==> src/pkg/sppmlc_pkg.sv <==
// constants and types of the serial port mode and line control block
package sppmlc_pkg;
    localparam int unsigned CLK_MHZ     = 250;
    localparam int unsigned BRK_GEN_MS  = 200;
    localparam int unsigned BRK_GEN_CYC = BRK_GEN_MS * 1000 * CLK_MHZ;
    localparam int unsigned BRK_DET_MS  = 150;
    localparam int unsigned BRK_DET_CYC = BRK_DET_MS * 1000 * CLK_MHZ;
    localparam int unsigned AW          = 4;
    localparam int unsigned DW          = 32;
    localparam logic [AW-1:0] CTRL_OFS  = 4'h0;
    localparam logic [AW-1:0] STAT_OFS  = 4'h4;
    localparam logic [AW-1:0] BCNT_OFS  = 4'h8;
    localparam int unsigned CTRL_MODE_LSB = 0;
    localparam int unsigned CTRL_PLOT_BIT = 2;
    localparam int unsigned NPIN   = 8;
    localparam int unsigned SI_CC  = 0;
    localparam int unsigned SI_CB  = 1;
    localparam int unsigned SI_MRX = 2;
    localparam int unsigned SI_TDT = 3;
    localparam int unsigned SI_TRT = 4;
    localparam int unsigned SI_TTX = 5;
    localparam int unsigned SI_BYP = 6;
    localparam int unsigned SI_HW  = 7;
    typedef enum logic [1:0] {
        MODE_STBY  = 2'b00,
        MODE_LOCAL = 2'b01,
        MODE_LINE  = 2'b10
    } sppmlc_mode_e;
    localparam sppmlc_mode_e MODE_RST = MODE_STBY;
    localparam logic       PLOT_RST  = 1'b0;
    localparam logic       MARK      = 1'b1;
    localparam logic [7:0] BCNT_RST  = 8'h00;
    localparam logic [NPIN-1:0] PIN_RST = 8'h24;
    // instruction codes: arbitrary values
    localparam logic [7:0] PLOT_ON_CODE  = 8'h01;
    localparam logic [7:0] PLOT_OFF_CODE = 8'h02;
endpackage : sppmlc_pkg

==> src/pkg/sppmlc_brk_if.sv <==
// signals between the line controller and the break relay
`timescale 1ns/100ps
`default_nettype none
interface sppmlc_brk_if;
    logic txd;
    logic arm;
    logic active;
    modport ctl (output txd, output arm, input active);
    modport gen (input txd, input arm, output active);
endinterface : sppmlc_brk_if
`default_nettype wire

==> src/sppmlc_sync.sv <==
// two-stage synchroniser for the pin inputs
`timescale 1ns/100ps
`default_nettype none
module sppmlc_sync #(
    parameter int unsigned  W       = 1,
    parameter logic [W-1:0] RST_VAL = '0
) (
    input  wire logic         i_clock,
    input  wire logic         i_sys_rst,
    input  wire logic [W-1:0] i_async,
    output var  logic [W-1:0] o_sync
);
    logic [W-1:0] meta_q;

    always_ff @(posedge i_clock or posedge i_sys_rst) begin
        if (i_sys_rst) begin
            meta_q <= RST_VAL;
            o_sync <= RST_VAL;
        end else begin
            meta_q <= i_async;
            o_sync <= meta_q;
        end
    end
endmodule : sppmlc_sync
`default_nettype wire

==> src/sppmlc_brk.sv <==
// break detector on the terminal data line and timed break generator
`timescale 1ns/100ps
`default_nettype none
module sppmlc_brk #(
    parameter int unsigned DET_CYC = sppmlc_pkg::BRK_DET_CYC,
    parameter int unsigned GEN_CYC = sppmlc_pkg::BRK_GEN_CYC
) (
    input  wire logic   i_clock,
    input  wire logic   i_sys_rst,
    sppmlc_brk_if.gen   bi
);
    localparam int unsigned MAXC = (DET_CYC > GEN_CYC) ? DET_CYC : GEN_CYC;
    localparam int unsigned CW   = $clog2(MAXC + 1);
    localparam logic [CW-1:0] DET_LAST = CW'(DET_CYC - 1);
    localparam logic [CW-1:0] GEN_LAST = CW'(GEN_CYC - 1);

    typedef enum logic [1:0] {
        BK_IDLE = 2'b00,
        BK_LOW  = 2'b01,
        BK_GEN  = 2'b10,
        BK_WAIT = 2'b11
    } sppmlc_bk_e;

    sppmlc_bk_e    st_q, st_d;
    logic [CW-1:0] cnt_q, cnt_d;

    always_comb begin
        st_d  = st_q;
        cnt_d = cnt_q + CW'(1);
        case (st_q)
            BK_IDLE: begin
                cnt_d = '0;
                if (bi.arm && !bi.txd) st_d = BK_LOW;
            end
            BK_LOW: begin
                if (bi.txd || !bi.arm) st_d = BK_IDLE;
                else if (cnt_q == DET_LAST) begin
                    st_d  = BK_GEN;
                    cnt_d = '0;
                end
            end
            BK_GEN: begin
                // leaving line mode ends the break at once
                if (!bi.arm) st_d = BK_IDLE;
                else if (cnt_q == GEN_LAST) st_d = BK_WAIT;
            end
            default: begin
                // one break per line-low period: wait for mark first
                cnt_d = '0;
                if (bi.txd || !bi.arm) st_d = BK_IDLE;
            end
        endcase
    end

    always_ff @(posedge i_clock or posedge i_sys_rst) begin
        if (i_sys_rst) begin
            st_q  <= BK_IDLE;
            cnt_q <= '0;
        end else begin
            st_q  <= st_d;
            cnt_q <= cnt_d;
        end
    end

    assign bi.active = (st_q == BK_GEN); // RULE13
endmodule : sppmlc_brk
`default_nettype wire

==> src/sppmlc_top.sv <==
// mode-dependent modem and terminal line control with data routing
//
// Decided for this implementation: the register addresses and the strobed register port.
`timescale 1ns/100ps
`default_nettype none
// Notes on behaviour
// (RULE1) in line mode the block acts as terminal equipment toward the modem
// (RULE2) data lamp follows modem data set ready in every mode
// (RULE3) standby with normal switch: terminal ready high to modem, carrier to terminal
// (RULE4) local: modem ready, request and data low; modem inputs ignored; the data lamp still follows modem set ready
// (RULE5) local: terminal gets set ready and carrier high, clear follows request
// (RULE6) line: terminal ready to the modem held high; with the bypass switch it follows terminal ready instead
// (RULE7) line: request to send follows modem data set ready
// (RULE8) line: modem clear to send only counts while set ready is high
// (RULE9) line: modem data may go high only with set ready and clear high
// (RULE10) line: host data to plotter when on, to terminal when off
// (RULE11) line: terminal clear to send follows terminal request
// (RULE12) line: terminal set ready and carrier held high
// (RULE13) line: terminal break starts a 200 ms break toward the modem
// (RULE14) line: terminal data reaches host only while plotter output is idle
// (RULE15) line: host on/off instructions set the routing state
// (RULE16) bypass switch passes terminal ready straight to the modem; in local mode modem ready stays low instead
// (RULE17) standby relays via processor; local sends terminal data to plotter
// (RULE18) hardwire switch ignores modem clear to send and set ready; the data lamp still follows the unforced set ready
module sppmlc_top #(
    parameter int unsigned BRK_GEN_CYC   = sppmlc_pkg::BRK_GEN_CYC,
    parameter int unsigned BRK_DET_CYC   = sppmlc_pkg::BRK_DET_CYC,
    parameter logic [7:0]  PLOT_ON_CODE  = sppmlc_pkg::PLOT_ON_CODE,
    parameter logic [7:0]  PLOT_OFF_CODE = sppmlc_pkg::PLOT_OFF_CODE
) (
    input  wire logic                      i_clock,
    input  wire logic                      i_sys_rst,
    input  wire logic [sppmlc_pkg::AW-1:0] i_addr,
    input  wire logic [sppmlc_pkg::DW-1:0] i_wdata,
    input  wire logic                      i_wr,
    input  wire logic                      i_rd,
    output var  logic [sppmlc_pkg::DW-1:0] o_rdata,
    input  wire logic                      i_dtr_bypass,
    input  wire logic                      i_hardwire,
    input  wire logic                      i_mdm_dsr,
    input  wire logic                      i_mdm_cts,
    input  wire logic                      i_mdm_rxd,
    output var  logic                      o_mdm_dtr,
    output var  logic                      o_mdm_rts,
    output var  logic                      o_mdm_txd,
    input  wire logic                      i_trm_dtr,
    input  wire logic                      i_trm_rts,
    input  wire logic                      i_trm_txd,
    output var  logic                      o_trm_dsr,
    output var  logic                      o_trm_cts,
    output var  logic                      o_trm_dcd,
    output var  logic                      o_trm_rxd,
    output var  logic                      o_data_lamp,
    input  wire logic                      i_cpu_mdm_txd,
    input  wire logic                      i_cpu_trm_txd,
    input  wire logic                      i_cpu_tx_busy,
    output var  logic                      o_cpu_mdm_rxd,
    output var  logic                      o_cpu_trm_rxd,
    input  wire logic [7:0]                i_host_byte,
    input  wire logic                      i_host_valid,
    output var  logic                      o_plot_on
);
    localparam logic MARK = sppmlc_pkg::MARK;

    function automatic logic reg_hit(
        input logic [sppmlc_pkg::AW-1:0] a,
        input logic [sppmlc_pkg::AW-1:0] ofs
    );
        reg_hit = (a == ofs);
    endfunction : reg_hit

    // pins from the two ports and the switches
    logic [sppmlc_pkg::NPIN-1:0] pin_s;

    sppmlc_sync #(
        .W       (sppmlc_pkg::NPIN),
        .RST_VAL (sppmlc_pkg::PIN_RST)
    ) u_sync (
        .i_clock   (i_clock),
        .i_sys_rst (i_sys_rst),
        .i_async   ({i_hardwire, i_dtr_bypass, i_trm_txd, i_trm_rts,
                     i_trm_dtr, i_mdm_rxd, i_mdm_cts, i_mdm_dsr}),
        .o_sync    (pin_s)
    );

    wire cc_s     = pin_s[sppmlc_pkg::SI_CC];
    wire cb_s     = pin_s[sppmlc_pkg::SI_CB];
    wire mrxd_s   = pin_s[sppmlc_pkg::SI_MRX];
    wire tdtr_s   = pin_s[sppmlc_pkg::SI_TDT];
    wire trts_s   = pin_s[sppmlc_pkg::SI_TRT];
    wire ttxd_s   = pin_s[sppmlc_pkg::SI_TTX];
    wire bypass_s = pin_s[sppmlc_pkg::SI_BYP];
    wire hw_s     = pin_s[sppmlc_pkg::SI_HW];

    // software state
    sppmlc_pkg::sppmlc_mode_e mode_q, mode_d;
    logic                     plot_on_q, plot_on_d;
    logic [7:0]               bcnt_q, bcnt_d;
    logic [sppmlc_pkg::DW-1:0] rdata_d;

    wire is_stby  = (mode_q == sppmlc_pkg::MODE_STBY);
    wire is_local = (mode_q == sppmlc_pkg::MODE_LOCAL);
    wire is_line  = (mode_q == sppmlc_pkg::MODE_LINE);

    wire wr_ctrl = i_wr && reg_hit(i_addr, sppmlc_pkg::CTRL_OFS);
    wire wr_bcnt = i_wr && reg_hit(i_addr, sppmlc_pkg::BCNT_OFS);
    wire [1:0] wr_mode = i_wdata[sppmlc_pkg::CTRL_MODE_LSB +: 2];
    // the unused mode code is refused so the block never sits in no mode
    wire mode_ok = (wr_mode != 2'b11);

    assign mode_d = (wr_ctrl && mode_ok) ? sppmlc_pkg::sppmlc_mode_e'(wr_mode)
                                         : mode_q;

    // host byte scanner, only while on line
    wire scan_on  = is_line && i_host_valid && (i_host_byte == PLOT_ON_CODE);
    wire scan_off = is_line && i_host_valid && (i_host_byte == PLOT_OFF_CODE);

    // the scanner outranks a software write in the same cycle
    assign plot_on_d = scan_on  ? 1'b1 : // RULE15
                       scan_off ? 1'b0 : // RULE15
                       wr_ctrl  ? i_wdata[sppmlc_pkg::CTRL_PLOT_BIT] :
                                  plot_on_q;

    // break relay
    sppmlc_brk_if bk ();

    assign bk.txd = ttxd_s;
    assign bk.arm = is_line; // RULE13

    sppmlc_brk #(
        .DET_CYC (BRK_DET_CYC),
        .GEN_CYC (BRK_GEN_CYC)
    ) u_brk (
        .i_clock   (i_clock),
        .i_sys_rst (i_sys_rst),
        .bi        (bk.gen)
    );

    logic brk_q;
    wire  brk_rise = bk.active && !brk_q;

    // counter of relayed breaks; a new break wins over a clear
    assign bcnt_d = brk_rise ? bcnt_q + 8'h01 :
                    wr_bcnt  ? sppmlc_pkg::BCNT_RST :
                               bcnt_q;

    // modem handshake as seen after the hardwire switch
    wire cc_eff = hw_s | cc_s;       // RULE18
    wire cb_eff = hw_s | cb_s;       // RULE18
    wire cb_mon = cc_eff & cb_eff;   // RULE8

    // terminal data only while the plotter sender is idle
    wire fwd      = is_line && !i_cpu_tx_busy;          // RULE14
    wire line_src = fwd ? ttxd_s : i_cpu_mdm_txd;       // RULE14

    // modem side: the block plays terminal equipment on line
    wire gen_dtr     = !is_local;                        // RULE1 RULE3 RULE6
    wire mdm_dtr_d   = is_local ? 1'b0 :                 // RULE4
                       bypass_s ? tdtr_s : gen_dtr;      // RULE16
    wire mdm_rts_d   = is_local ? 1'b0 : cc_eff;         // RULE4 RULE7
    wire line_txd    = line_src & cb_mon & !bk.active;   // RULE9 RULE13
    wire mdm_txd_d   = is_local ? 1'b0 :                 // RULE4
                       is_line  ? line_txd :
                                  i_cpu_mdm_txd;         // RULE17

    // terminal side
    wire trm_dsr_d   = is_stby ? cc_eff : 1'b1;          // RULE5 RULE12
    wire trm_cts_d   = is_stby ? cb_eff : trts_s;        // RULE5 RULE11
    wire trm_dcd_d   = 1'b1;                             // RULE3 RULE5 RULE12
    wire trm_rxd_d   = is_line ? (plot_on_q ? MARK : mrxd_s) // RULE10
                               : i_cpu_trm_txd;          // RULE17

    // toward the plotter's own receivers
    wire cpu_mdm_rxd_d = (is_local || (is_line && !plot_on_q)) ? MARK // RULE4
                                                               : mrxd_s; // RULE10
    wire cpu_trm_rxd_d = is_line ? MARK : ttxd_s;        // RULE17

    wire lamp_d = cc_s; // RULE2

    // register read, data only in the cycle after the strobe
    wire [sppmlc_pkg::DW-1:0] ctrl_rd = {29'h0, plot_on_q, mode_q};
    wire [sppmlc_pkg::DW-1:0] stat_rd = {22'h0, bk.active, plot_on_q, pin_s};
    wire [sppmlc_pkg::DW-1:0] bcnt_rd = {24'h0, bcnt_q};

    assign rdata_d = !i_rd                                ? '0 :
                     reg_hit(i_addr, sppmlc_pkg::CTRL_OFS) ? ctrl_rd :
                     reg_hit(i_addr, sppmlc_pkg::STAT_OFS) ? stat_rd :
                     reg_hit(i_addr, sppmlc_pkg::BCNT_OFS) ? bcnt_rd :
                                                             '0;

    always_ff @(posedge i_clock or posedge i_sys_rst) begin
        if (i_sys_rst) begin
            mode_q    <= sppmlc_pkg::MODE_RST;
            plot_on_q <= sppmlc_pkg::PLOT_RST;
            bcnt_q    <= sppmlc_pkg::BCNT_RST;
            brk_q     <= 1'b0;
            o_rdata   <= '0;
        end else begin
            mode_q    <= mode_d;
            plot_on_q <= plot_on_d;
            bcnt_q    <= bcnt_d;
            brk_q     <= bk.active;
            o_rdata   <= rdata_d;
        end
    end

    // all line outputs are registered so no decode glitch reaches a pin
    always_ff @(posedge i_clock or posedge i_sys_rst) begin
        if (i_sys_rst) begin
            o_mdm_dtr     <= 1'b0;
            o_mdm_rts     <= 1'b0;
            o_mdm_txd     <= MARK;
            o_trm_dsr     <= 1'b0;
            o_trm_cts     <= 1'b0;
            o_trm_dcd     <= 1'b0;
            o_trm_rxd     <= MARK;
            o_data_lamp   <= 1'b0;
            o_cpu_mdm_rxd <= MARK;
            o_cpu_trm_rxd <= MARK;
            o_plot_on     <= sppmlc_pkg::PLOT_RST;
        end else begin
            o_mdm_dtr     <= mdm_dtr_d;
            o_mdm_rts     <= mdm_rts_d;
            o_mdm_txd     <= mdm_txd_d;
            o_trm_dsr     <= trm_dsr_d;
            o_trm_cts     <= trm_cts_d;
            o_trm_dcd     <= trm_dcd_d;
            o_trm_rxd     <= trm_rxd_d;
            o_data_lamp   <= lamp_d;
            o_cpu_mdm_rxd <= cpu_mdm_rxd_d;
            o_cpu_trm_rxd <= cpu_trm_rxd_d;
            o_plot_on     <= plot_on_d;
        end
    end
endmodule : sppmlc_top
`default_nettype wire

==> config.mk <==
export PLATFORM = sky130hd
export DESIGN_NAME = sppmlc_top
export DESIGN_NICKNAME = d
export VERILOG_FILES = /design/src/pkg/sppmlc_pkg.sv /design/src/pkg/sppmlc_brk_if.sv /design/src/sppmlc_sync.sv /design/src/sppmlc_brk.sv /design/src/sppmlc_top.sv
export SDC_FILE = /design/constraint.sdc
export NUM_CORES = 1
export LEC_CHECK = 0
export ABC_CLOCK_PERIOD_IN_PS = 2800
export BUFFER_PORTS_ARGS = -buffer_cell sky130_fd_sc_hd__clkbuf_2
export CORE_ASPECT_RATIO = 1.1
export CORE_UTILIZATION = 52
export DETAILED_ROUTE_END_ITERATION = 8
export PLACE_DENSITY = 0.82
export SYNTH_ARGS = -nofsm -noshare
export SYNTH_HDL_FRONTEND = slang
export SYNTH_SLANG_ARGS = --single-unit
==> constraint.sdc <==
create_clock -name i_clock -period 2.8 [get_ports i_clock]
set_input_delay 0.56 -clock i_clock [delete_from_list [all_inputs] [get_ports i_clock]]
set_output_delay 0.56 -clock i_clock [all_outputs]
set_load 0.05 [all_outputs]
==> flow_summary.yaml, run 1 <==
yosys:
  synth_top_cells_by_area: "dfrtp_1 (49%), nor2_1 (6.2%), dfstp_2 (6.0%), buf_4 (4.7%), xnor2_1 (4.0%)"
  synth_largest_area_cell: "dfrtp_1"
  async_reset_ff_frac: 1.000
  ys_ff_latch: 76
  seq_area_frac_synth: 0.5461
  synth_edf_count: 0
  syn_avg_cell_area_um2: 10.30
  synth_ff_type: "dfrtp_1"
  yosysWarnings: 0
  postSynthCellCount: 340
  syn_area_um2: 3501
  synth_top_area_share: 0.4861
  synthDistinctLibCells: 46
clocking:
  clk_path_buf_depth: 2
  cts.htree.levels: 3
  cts.sinks: 76
  insertion_delay_ps: 350
  post_cts_buffers: 0
  hold_buffers: 0
  cts_resized: 0
  clockRootBuffer: "clkbuf_8"
  cts_made_buffers: 9
  cts_tree: "yes"
  path_clk_slew_ps: 80
sta:
  max-slew-margin-rel: 0.2741
  timing.fmax_ghz: 0.4304
  setup_viol: 0
  period_minus_slack_ps: 2324
  maxSlewViolCount: 0
  hold_viol_final: 0
  tns_ps: 0
  skew_ps: 14.02
  rsz0062_at_grt: "false"
  fin_crit_sh: 0.8299
  worstMarginPinSlew_ps: 1086
global_routing:
  track_usage: 0.2088
  gr-total-overflow: 0
  grt_max_degree: 47
  grt_antenna_before_repair: 0
  grt_pass1_vias: 2376
  grt_pass1_wl_um: 10830
layout:
  diodes: 0
  drive_above_1_share: 0.2139
  instances_no_fill: 484
  fillers: 524
  nets: 463
  syn2layout_area_growth_pct: 13.80
setup_path:
  startpoint_type: "register"
  worstPathMaxFanout: 26
  setup.worst_path.class: "register to register"
  timing.rr.start: "u_brk.cnt_q[5]"
  reg2reg_to: "u_brk.cnt_q[17]"
  critPathCaptureType: "register"
  arrival_ps: 2510
  cp.required_ps: 2980
  reg2regPathDepth: 5
  reg2reg_slack_ps: 480
  startpoint: "u_brk.cnt_q[5]"
drt:
  finalWirelength_um: 6791
  drt_iter0_drc: 192
  vias: 2615
  post_drt_via_cell_ratio: 5.403
  avgRoutedWirePerCell_um: 14.03
  dr.pass1.iters: 5
  drc_errors: 0
  antenna_left: 0
die:
  rows: 31
  die_h_um: 88.06
  start_util: 0.5341
  coreArea_um2: 6555
  die_area_um2: 7065
  dieWidth_um: 80.23
  ios: 103
outcome:
  status: "completed"
pwr:
  p_per_area_nw_per_um2: 722.2
  power_leakage_nw: 1.792
  power_mw: 2.877
  ir_drop_uv: 494.0
placed_design:
  dpl.cell_count: 468
  portBuffers: 51
  place_congestion: 0.8785
  place_hpwl_um: 4761
hold_path:
  hold_class: "input pin to async pin"
flow_run:
  maxCapViolCount: 0
-- area by class of cell --
type,instances,area (µm²),area share
tap,82,102.6,0.02575
clock inverter,7,98.84,0.02481
clock buffer,9,123.9,0.03109
inverter,12,45.04,0.01131
timing repair buffer,53,282.8,0.07098
sequential,76,1912,0.4799
multi-input combinational,245,1419,0.3562
-- metal layers --
layer / GRT usage / wire length (µm) / up-vias
li1: - / - / 1241
met1: 0.2442 / 2724 / 1267
met2: 0.3535 / 3551 / 92
met3: 0.05833 / 353 / 15
met4: 0.1039 / 161 / 0
met5: 0 / 0 / -
-- where the power goes --
group,switching [mW],internal [mW]
registers,0.111,1.22
logic,0.434,0.184
clock network,0.421,0.508
total,0.966,1.91
-- how the worst max path moves through the flow --
| stage | depth (start not counted) | slack, ps | endpoint |
|---|---|---|---|
| finish | 5 | 480 | u_brk.cnt_q[17] |
| floorplan | 1 | 310 | bcnt_q[0] |
| global route | 5 | 280 | u_brk.cnt_q[10] |
| CTS | 5 | 480 | u_brk.cnt_q[17] |
| global placement | 5 | 610 | u_brk.cnt_q[17] |
| detailed placement | 5 | 500 | u_brk.cnt_q[17] |
-- Yosys cell counts (2+ instances only) --
| master | n |
|---|---|
| xnor2_1 | 16 |
| nor2b_1 | 4 |
| o22a_1 | 2 |
| a21oi_1 | 11 |
| buf_4 | 22 |
| a22oi_1 | 5 |
| and4_1 | 5 |
| clkbuf_1 | 3 |
| or3_1 | 2 |
| o21ai_0 | 13 |
| buf_6 | 2 |
| and3_1 | 3 |
| ha_1 | 6 |
| o31ai_1 | 2 |
| nor4_1 | 6 |
| conb_1 | 2 |
| nor2_1 | 58 |
| nand4_1 | 7 |
| dfstp_2 | 8 |
| mux2_2 | 2 |
| inv_1 | 12 |
| dfrtp_1 | 68 |
| nor3_1 | 9 |
| o221a_2 | 2 |
| nor4b_1 | 4 |
| nand3_1 | 16 |
| xor2_1 | 7 |
| nand2_1 | 22 |
| mux2i_1 | 3 |
| nor3b_1 | 2 |
-- critical path: stages, from the launching register on --
cell      delay, ps
dfrtp_1         430
or4b_1          550
nor4_2          400
nand4b_1        180
o211ai_2        440
nor2_1          150
-- registers in the layout, indices dropped and copies added, names as in the netlist --
| name | count |
|---|---|
| o_data_lamp | 1 |
| o_rdata | 10 |
| o_mdm_dtr | 1 |
| u_sync.o_sync | 8 |
| o_trm_rxd | 1 |
| mode_q | 2 |
| o_trm_dsr | 1 |
| brk_q | 1 |
| u_brk.cnt_q | 26 |
| o_cpu_trm_rxd | 1 |
| u_brk.st_q | 2 |
| o_mdm_txd | 1 |
| u_sync.meta_q | 8 |
| o_trm_cts | 1 |
| bcnt_q | 8 |
| o_mdm_rts | 1 |
| plot_on_q | 1 |
| o_cpu_mdm_rxd | 1 |
| o_trm_dcd | 1 |
-- layout by cell type, fill, tap and decap left out, drive strengths merged, types with 2 or more instances in the layout --
cell / count
a21oi: 11
a22oi: 5
and3: 3
and4: 5
buf: 2
bufinv: 2
clkbuf: 60
clkinv: 2
conb: 23
dfrtp: 68
dfstp: 8
ha: 6
inv: 14
mux2: 2
mux2i: 3
nand2: 22
nand3: 16
nand4: 7
nor2: 58
nor2b: 4
nor3: 10
nor3b: 2
nor4: 7
nor4b: 4
o211ai: 2
o21ai: 13
o221a: 2
o22a: 2
o31ai: 2
or3: 2
xnor2: 16
xor2: 7
-- cell families (layout without fill, tap and decap cells) --
kind of cell / after synthesis / count (layout) / share of synthesized area
compound gates: 42 / 42 / 0.07899
xor+xnor: 23 / 23 / 0.05754
fa+ha+maj: 6 / 6 / 0.02144
buf+inv: 40 / 81 / 0.07112
flops: 76 / 76 / 0.5461
mux: 5 / 5 / 0.01501
other cells: 2 / 23 / 0.002145
simple gates: 146 / 146 / 0.2076
-- metrics by stage --
stage	worst slack, ps	util	hold WS, ps	cell area, µm²
after CTS	480.1	0.6078	259.7	3984
after floorplan	314.9	-	331.2	3580
after detailed placement	502.4	0.5738	334.7	3761
after global routing	277.4	0.6078	258.1	3984
after global placement	606.6	0.5738	333.4	3761
final	476.3	0.6078	279.5	3984
Power figures use the tool's default switching activity.
==> inputs of run 2 (changes only) <==
- ABC_CLOCK_PERIOD_IN_PS: 2800 -> 2100
- CORE_UTILIZATION: 52 -> 47
- PLACE_DENSITY: 0.82 -> 0.79
- clock period: 2.8 -> 2.1 ns (I/O delays scaled with it)
==> flow_summary.yaml, run 2 (synthesized netlist as in run 1, its figures left out) <==
clocking:
  path_clk_slew_ps: 80
  hold_buffers: 0
  cts.htree.levels: 3
  clockRootBuffer: "clkbuf_8"
  cts_resized: 0
  clk_path_buf_depth: 2
  cts_tree: "yes"
  insertion_delay_ps: 340
  cts.sinks: 76
  post_cts_buffers: 0
  cts_made_buffers: 9
setup_path:
  path_cells: "or4b_1 -> nor4_2 -> nor2_1 -> nor3_2 -> mux2_2"
  startpoint_type: "register"
  cpMaxStageDelayCell: "or4b_1"
  reg2reg_slack_ps: 100
  reg2reg_to: "u_brk.st_q[0]"
  startpoint: "u_brk.cnt_q[14]"
  setup.worst_path.class: "register to register"
  endpoint: "u_brk.st_q[0]"
  crit_path_max_incr_delay_ps: 540
  arrival_ps: 2220
  timing.rr.start: "u_brk.cnt_q[14]"
  worstPathMaxFanout: 4
  cp.required_ps: 2330
  reg2regPathDepth: 5
  critPathCaptureType: "register"
placed_design:
  place_hpwl_um: 4670
  place_congestion: 0.8521
  portBuffers: 51
pwr:
  ir_drop_uv: 392.1
  p_per_area_nw_per_um2: 905.1
  power_mw: 3.672
  power_leakage_nw: 1.831
die:
  ios: 103
  dieWidth_um: 84.29
  rows: 32
  start_util: 0.4912
  die_area_um2: 7799
  die_h_um: 92.52
  coreArea_um2: 7127
sta:
  hold_viol_final: 0
  tns_ps: 0
  fin_crit_sh: 0.9506
  rsz0062_at_grt: "false"
  period_minus_slack_ps: 1996
  timing.fmax_ghz: 0.5009
  maxSlewViolCount: 0
  hold_slack_ps: 52.72
  setup_viol: 0
  skew_ps: 6.999
drt:
  dr.pass1.iters: 7
  drt_iter0_drc: 116
  drc_errors: 14
  finalWirelength_um: 6502
  post_drt_via_cell_ratio: 5.116
  vias: 2558
  avgRoutedWirePerCell_um: 13.00
  antenna_left: 0
global_routing:
  grtUsageMet3: 0.06061
  grt_max_degree: 60
  busiest_layer: "met2"
  grt_pass1_vias: 2414
  use_met1: 0.2019
  met2_usage: 0.3081
  grt_pass1_wl_um: 10690
  grt_antenna_before_repair: 0
  gr-total-overflow: 0
  track_usage: 0.1778
layout:
  syn2layout_area_growth_pct: 15.87
  regMostFlops: "u_brk.cnt_q"
  diodes: 0
  final_common_cell: "dfrtp_1"
  reg.largest.list: "u_brk.cnt_q: 26 flops, o_rdata: 10 flops"
  multi_input_area_um2: 1419
  nets: 476
  drive_above_1_share: 0.2361
  fillers: 626
  final_util: 0.5692
  final-seq-area_um2: 1912
  largest_reg_flops: 26
  final_cell_mix: "dfrtp_1 (68), nor2_1 (58), clkbuf_2 (51)"
flow_run:
  maxCapViolCount: 0
outcome:
  violations: "design-rule violations"
  status: "finished, violations left"
hold_path:
  hold_class: "input pin to async pin"
==> run 2: how the worst min path moves through the flow <==
| stage | start | to | slack [ps] | cells after the start |
|---|---|---|---|---|
| 2_1_floorplan | u_sync.meta_q[0] | u_sync.o_sync[0] | 330 | 0 |
| 3_3_place_gp | u_sync.meta_q[4] | u_sync.o_sync[4] | 330 | 0 |
| 3_5_place_dp | u_sync.meta_q[0] | u_sync.o_sync[0] | 340 | 0 |
| 4_1_cts | i_sys_rst | u_brk.cnt_q[2] | 60 | 2 |
| 5_1_grt | i_sys_rst | u_brk.cnt_q[1] | 70 | 2 |
| 6_report | i_sys_rst | u_brk.cnt_q[3] | 50 | 2 |
==> run 2: metal layers <==
layer / vias to the layer above / wire, µm
li1: 1265 / -
met1: 1217 / 2691
met2: 64 / 3317
met3: 12 / 365
met4: 0 / 127
met5: - / 0
==> run 2: layout make-up <==
class                           count  area share
Clock buffer                       11     0.03486
Sequential cell                    76      0.4713
Timing Repair Buffer               66     0.09685
Multi-Input combinational cell    245      0.3498
Clock inverter                      5    0.008945
Tap cell                           85     0.02622
Inverter                           12     0.01203
==> run 2: metrics by stage <==
stage	instance area, µm²	cells	setup slack [ps]
floorplan	3583	361	177.9
global placement	3879	484	113.0
detailed placement	3879	484	108.1
CTS	4056	500	93.53
global route	4056	500	43.44
finish	4056	500	103.7
==> run 2: where the power goes <==
group / internal, mW / switching [mW]
clock: 0.463 / 0.524
sequential: 1.63 / 0.132
combinational: 0.327 / 0.599
==> run 2: critical path: cells and delay by family, from the launching register on <==
| family | cells | cell delay, ps |
|---|---|---|
| flip-flops | 1 | 420 |
| multiplexers | 1 | 350 |
| AND/OR/NAND/NOR | 4 | 1110 |
==> inputs of run 3 (changes only) <==
- CTS_BUF_LIST: unset -> sky130_fd_sc_hd__clkbuf_4 sky130_fd_sc_hd__clkbuf_8 sky130_fd_sc_hd__clkbuf_16
- PLACE_DENSITY: 0.79 -> 0.78
- SYNTH_HIERARCHICAL: unset -> 1
==> flow_summary.yaml, run 3 <==
outcome:
  status: "finished, violations left"
  violations: "design-rule violations"
drt:
  dr.pass1.iters: 6
  vias: 2658
  finalWirelength_um: 6926
  drt_iter0_drc: 154
  drc_errors: 7
  post_drt_via_cell_ratio: 5.391
  avgRoutedWirePerCell_um: 14.05
  antenna_left: 0
pwr:
  power_leakage_nw: 1.887
  ir_drop_uv: 344.9
  p_per_area_nw_per_um2: 925.0
yosys:
  synthDistinctLibCells: 49
  ys_ff_latch: 76
  yosys-top-cells-count: "dfrtp_1 (68), nor2_1 (54), buf_4 (22), xor2_1 (21), nand2_1 (20)"
  synth_ff_type: "dfrtp_1"
  yosysMostFrequentCell: "dfrtp_1"
  postSynthCellCount: 340
  seq_area_frac_synth: 0.5392
  synth_top_cells_by_area: "dfrtp_1 (48%), dfstp_2 (5.9%), nor2_1 (5.7%), xor2_1 (5.2%), buf_4 (4.7%)"
  synth_top_area_share: 0.4799
  synth_edf_count: 0
  yosysWarnings: 6
  syn_avg_cell_area_um2: 10.43
  async_reset_ff_frac: 1.000
  syn_area_um2: 3546
  synth_largest_area_cell: "dfrtp_1"
sta:
  hold_viol_final: 0
  worstMarginPinSlew_ps: 588.4
  tns_ps: 0
  max-slew-margin-rel: 0.6061
  layout_setup_ws_ps: 108.1
  maxSlewViolCount: 0
  timing.fmax_ghz: 0.5020
  rsz0062_at_grt: "false"
  fin_crit_sh: 0.9485
  period_minus_slack_ps: 1992
  skew_ps: 9.796
  setup_viol: 0
setup_path:
  reg2reg_slack_ps: 110
  reg2regPathDepth: 5
  worstPathMaxFanout: 5
  cp.required_ps: 2340
  startpoint_type: "register"
  reg2reg_to: "u_brk/st_q[0]"
  critPathCaptureType: "register"
  timing.rr.start: "u_brk/cnt_q[9]"
  setup.worst_path.class: "register to register"
  arrival_ps: 2230
die:
  start_util: 0.4948
  die_area_um2: 7896
  rows: 32
  die_h_um: 93.10
  ios: 103
  coreArea_um2: 7167
  dieWidth_um: 84.82
flow_run:
  maxCapViolCount: 0
global_routing:
  grt_max_degree: 33
  gr-total-overflow: 0
  track_usage: 0.1940
  grt_pass1_wl_um: 11830
  grt_pass1_vias: 2717
  grt_antenna_before_repair: 0
clocking:
  cts_made_buffers: 9
  path_clk_slew_ps: 70
  cts_tree: "yes"
  cts.sinks: 76
  hold_buffers: 0
  insertion_delay_ps: 350
  clockRootBuffer: "clkbuf_8"
  cts.htree.levels: 3
  clk_path_buf_depth: 2
layout:
  largest_reg_flops: 26
  nets: 469
  reg.largest.list: "u_brk/cnt_q: 26 flops, o_rdata: 10 flops"
  final_common_cell: "dfrtp_1"
  drive_above_1_share: 0.2451
  regMostFlops: "u_brk/cnt_q"
  fillers: 632
  diodes: 0
  syn2layout_area_growth_pct: 14.04
  final_cell_mix: "dfrtp_1 (68), nor2_1 (54), clkbuf_2 (51)"
placed_design:
  place_hpwl_um: 5039
  place_congestion: 0.8007
  portBuffers: 51
  dp_slack_ps: 101.4
hold_path:
  hold_class: "input pin to async pin"
[run 3: cell types whose count changed in the layout (fill, tap and decap cells not counted), moves of 9 or more]
cell     delta
xor2_1     +14
o21ai_1    +11
o21ai_0     -9
xnor2_1    -11
[run 3: timing repair]
item,in CTS,in global routing
hold endpoints to repair,0,0
setup endpoints to repair,0,6
gates resized for setup,0,2
buffers inserted,0,0
[run 3: layer usage]
layer | GRT usage | wire, µm
met2 | 0.3245 | 3383
met4 | 0.1031 | 218
met1 | 0.2297 | 2863
met3 | 0.05119 | 460
met5 | 0 | 0
[run 3: cells by family (layout without fill, tap and decap cells)]
kind of cell | after synthesis | in the layout | synth area share
AND/OR/NAND/NOR | 145 | 145 | 0.2226
flip-flops | 76 | 76 | 0.5392
buffers and inverters | 42 | 89 | 0.06951
AO/OA/AOI/OAI | 40 | 40 | 0.07198
XOR/XNOR | 26 | 26 | 0.06422
adder cells (fa/ha/maj) | 6 | 6 | 0.02117
multiplexers | 3 | 3 | 0.009174
other | 2 | 23 | 0.002118
[run 3: worst max-delay path, cell delays in order, from the launching register on]
cell	delay [ps]
dfrtp_1	420
or4b_1	530
nor3_2	220
o21ai_1	110
nor3_2	230
mux2_2	360
[run 3: worst max-delay path by stage]
stage                               from            end  slack, ps  cells past startpoint
after floorplan                mode_q[0]  u_brk/st_q[0]        180                      7
after global placement    u_brk/cnt_q[9]  u_brk/st_q[0]        140                      5
after detailed placement  u_brk/cnt_q[9]  u_brk/st_q[0]        100                      5
after CTS                  u_brk/st_q[0]      bcnt_q[3]         70                      7
after global routing       u_brk/st_q[0]  u_brk/st_q[0]          8                      7
final                     u_brk/cnt_q[9]  u_brk/st_q[0]        110                      5
[run 3: final cells by class]
class                           instances  area [µm²]  share of cell area
Inverter                               12       45.04             0.01114
Sequential cell                        76        1912              0.4728
Multi-Input combinational cell        243        1469              0.3632
Timing Repair Buffer                   61       342.8             0.08478
Clock inverter                          3       15.01            0.003713
Tap cell                               85       106.4             0.02630
Clock buffer                           13       153.9             0.03806
[run 3: power by group]
group / leakage (nW) / internal, mW / total [mW] / switching [mW]
clock network: 0.0948 / 0.476 / 0.973 / 0.496
logic: 0.821 / 0.321 / 0.980 / 0.659
registers: 0.972 / 1.63 / 1.79 / 0.155
[run 3: metrics by stage]
stage | utilization | area, µm² | power, mW | cells | hold slack [ps]
after floorplan | - | 3625 | 2.508 | 361 | 330.9
after global placement | 0.5403 | 3872 | 2.737 | 477 | 332.3
after detailed placement | 0.5403 | 3872 | 2.782 | 477 | 334.7
after CTS | 0.5639 | 4041 | 3.753 | 493 | 126.1
after global routing | 0.5642 | 4044 | 3.938 | 493 | 137.8
final | 0.5642 | 4044 | 3.741 | 493 | 118.6
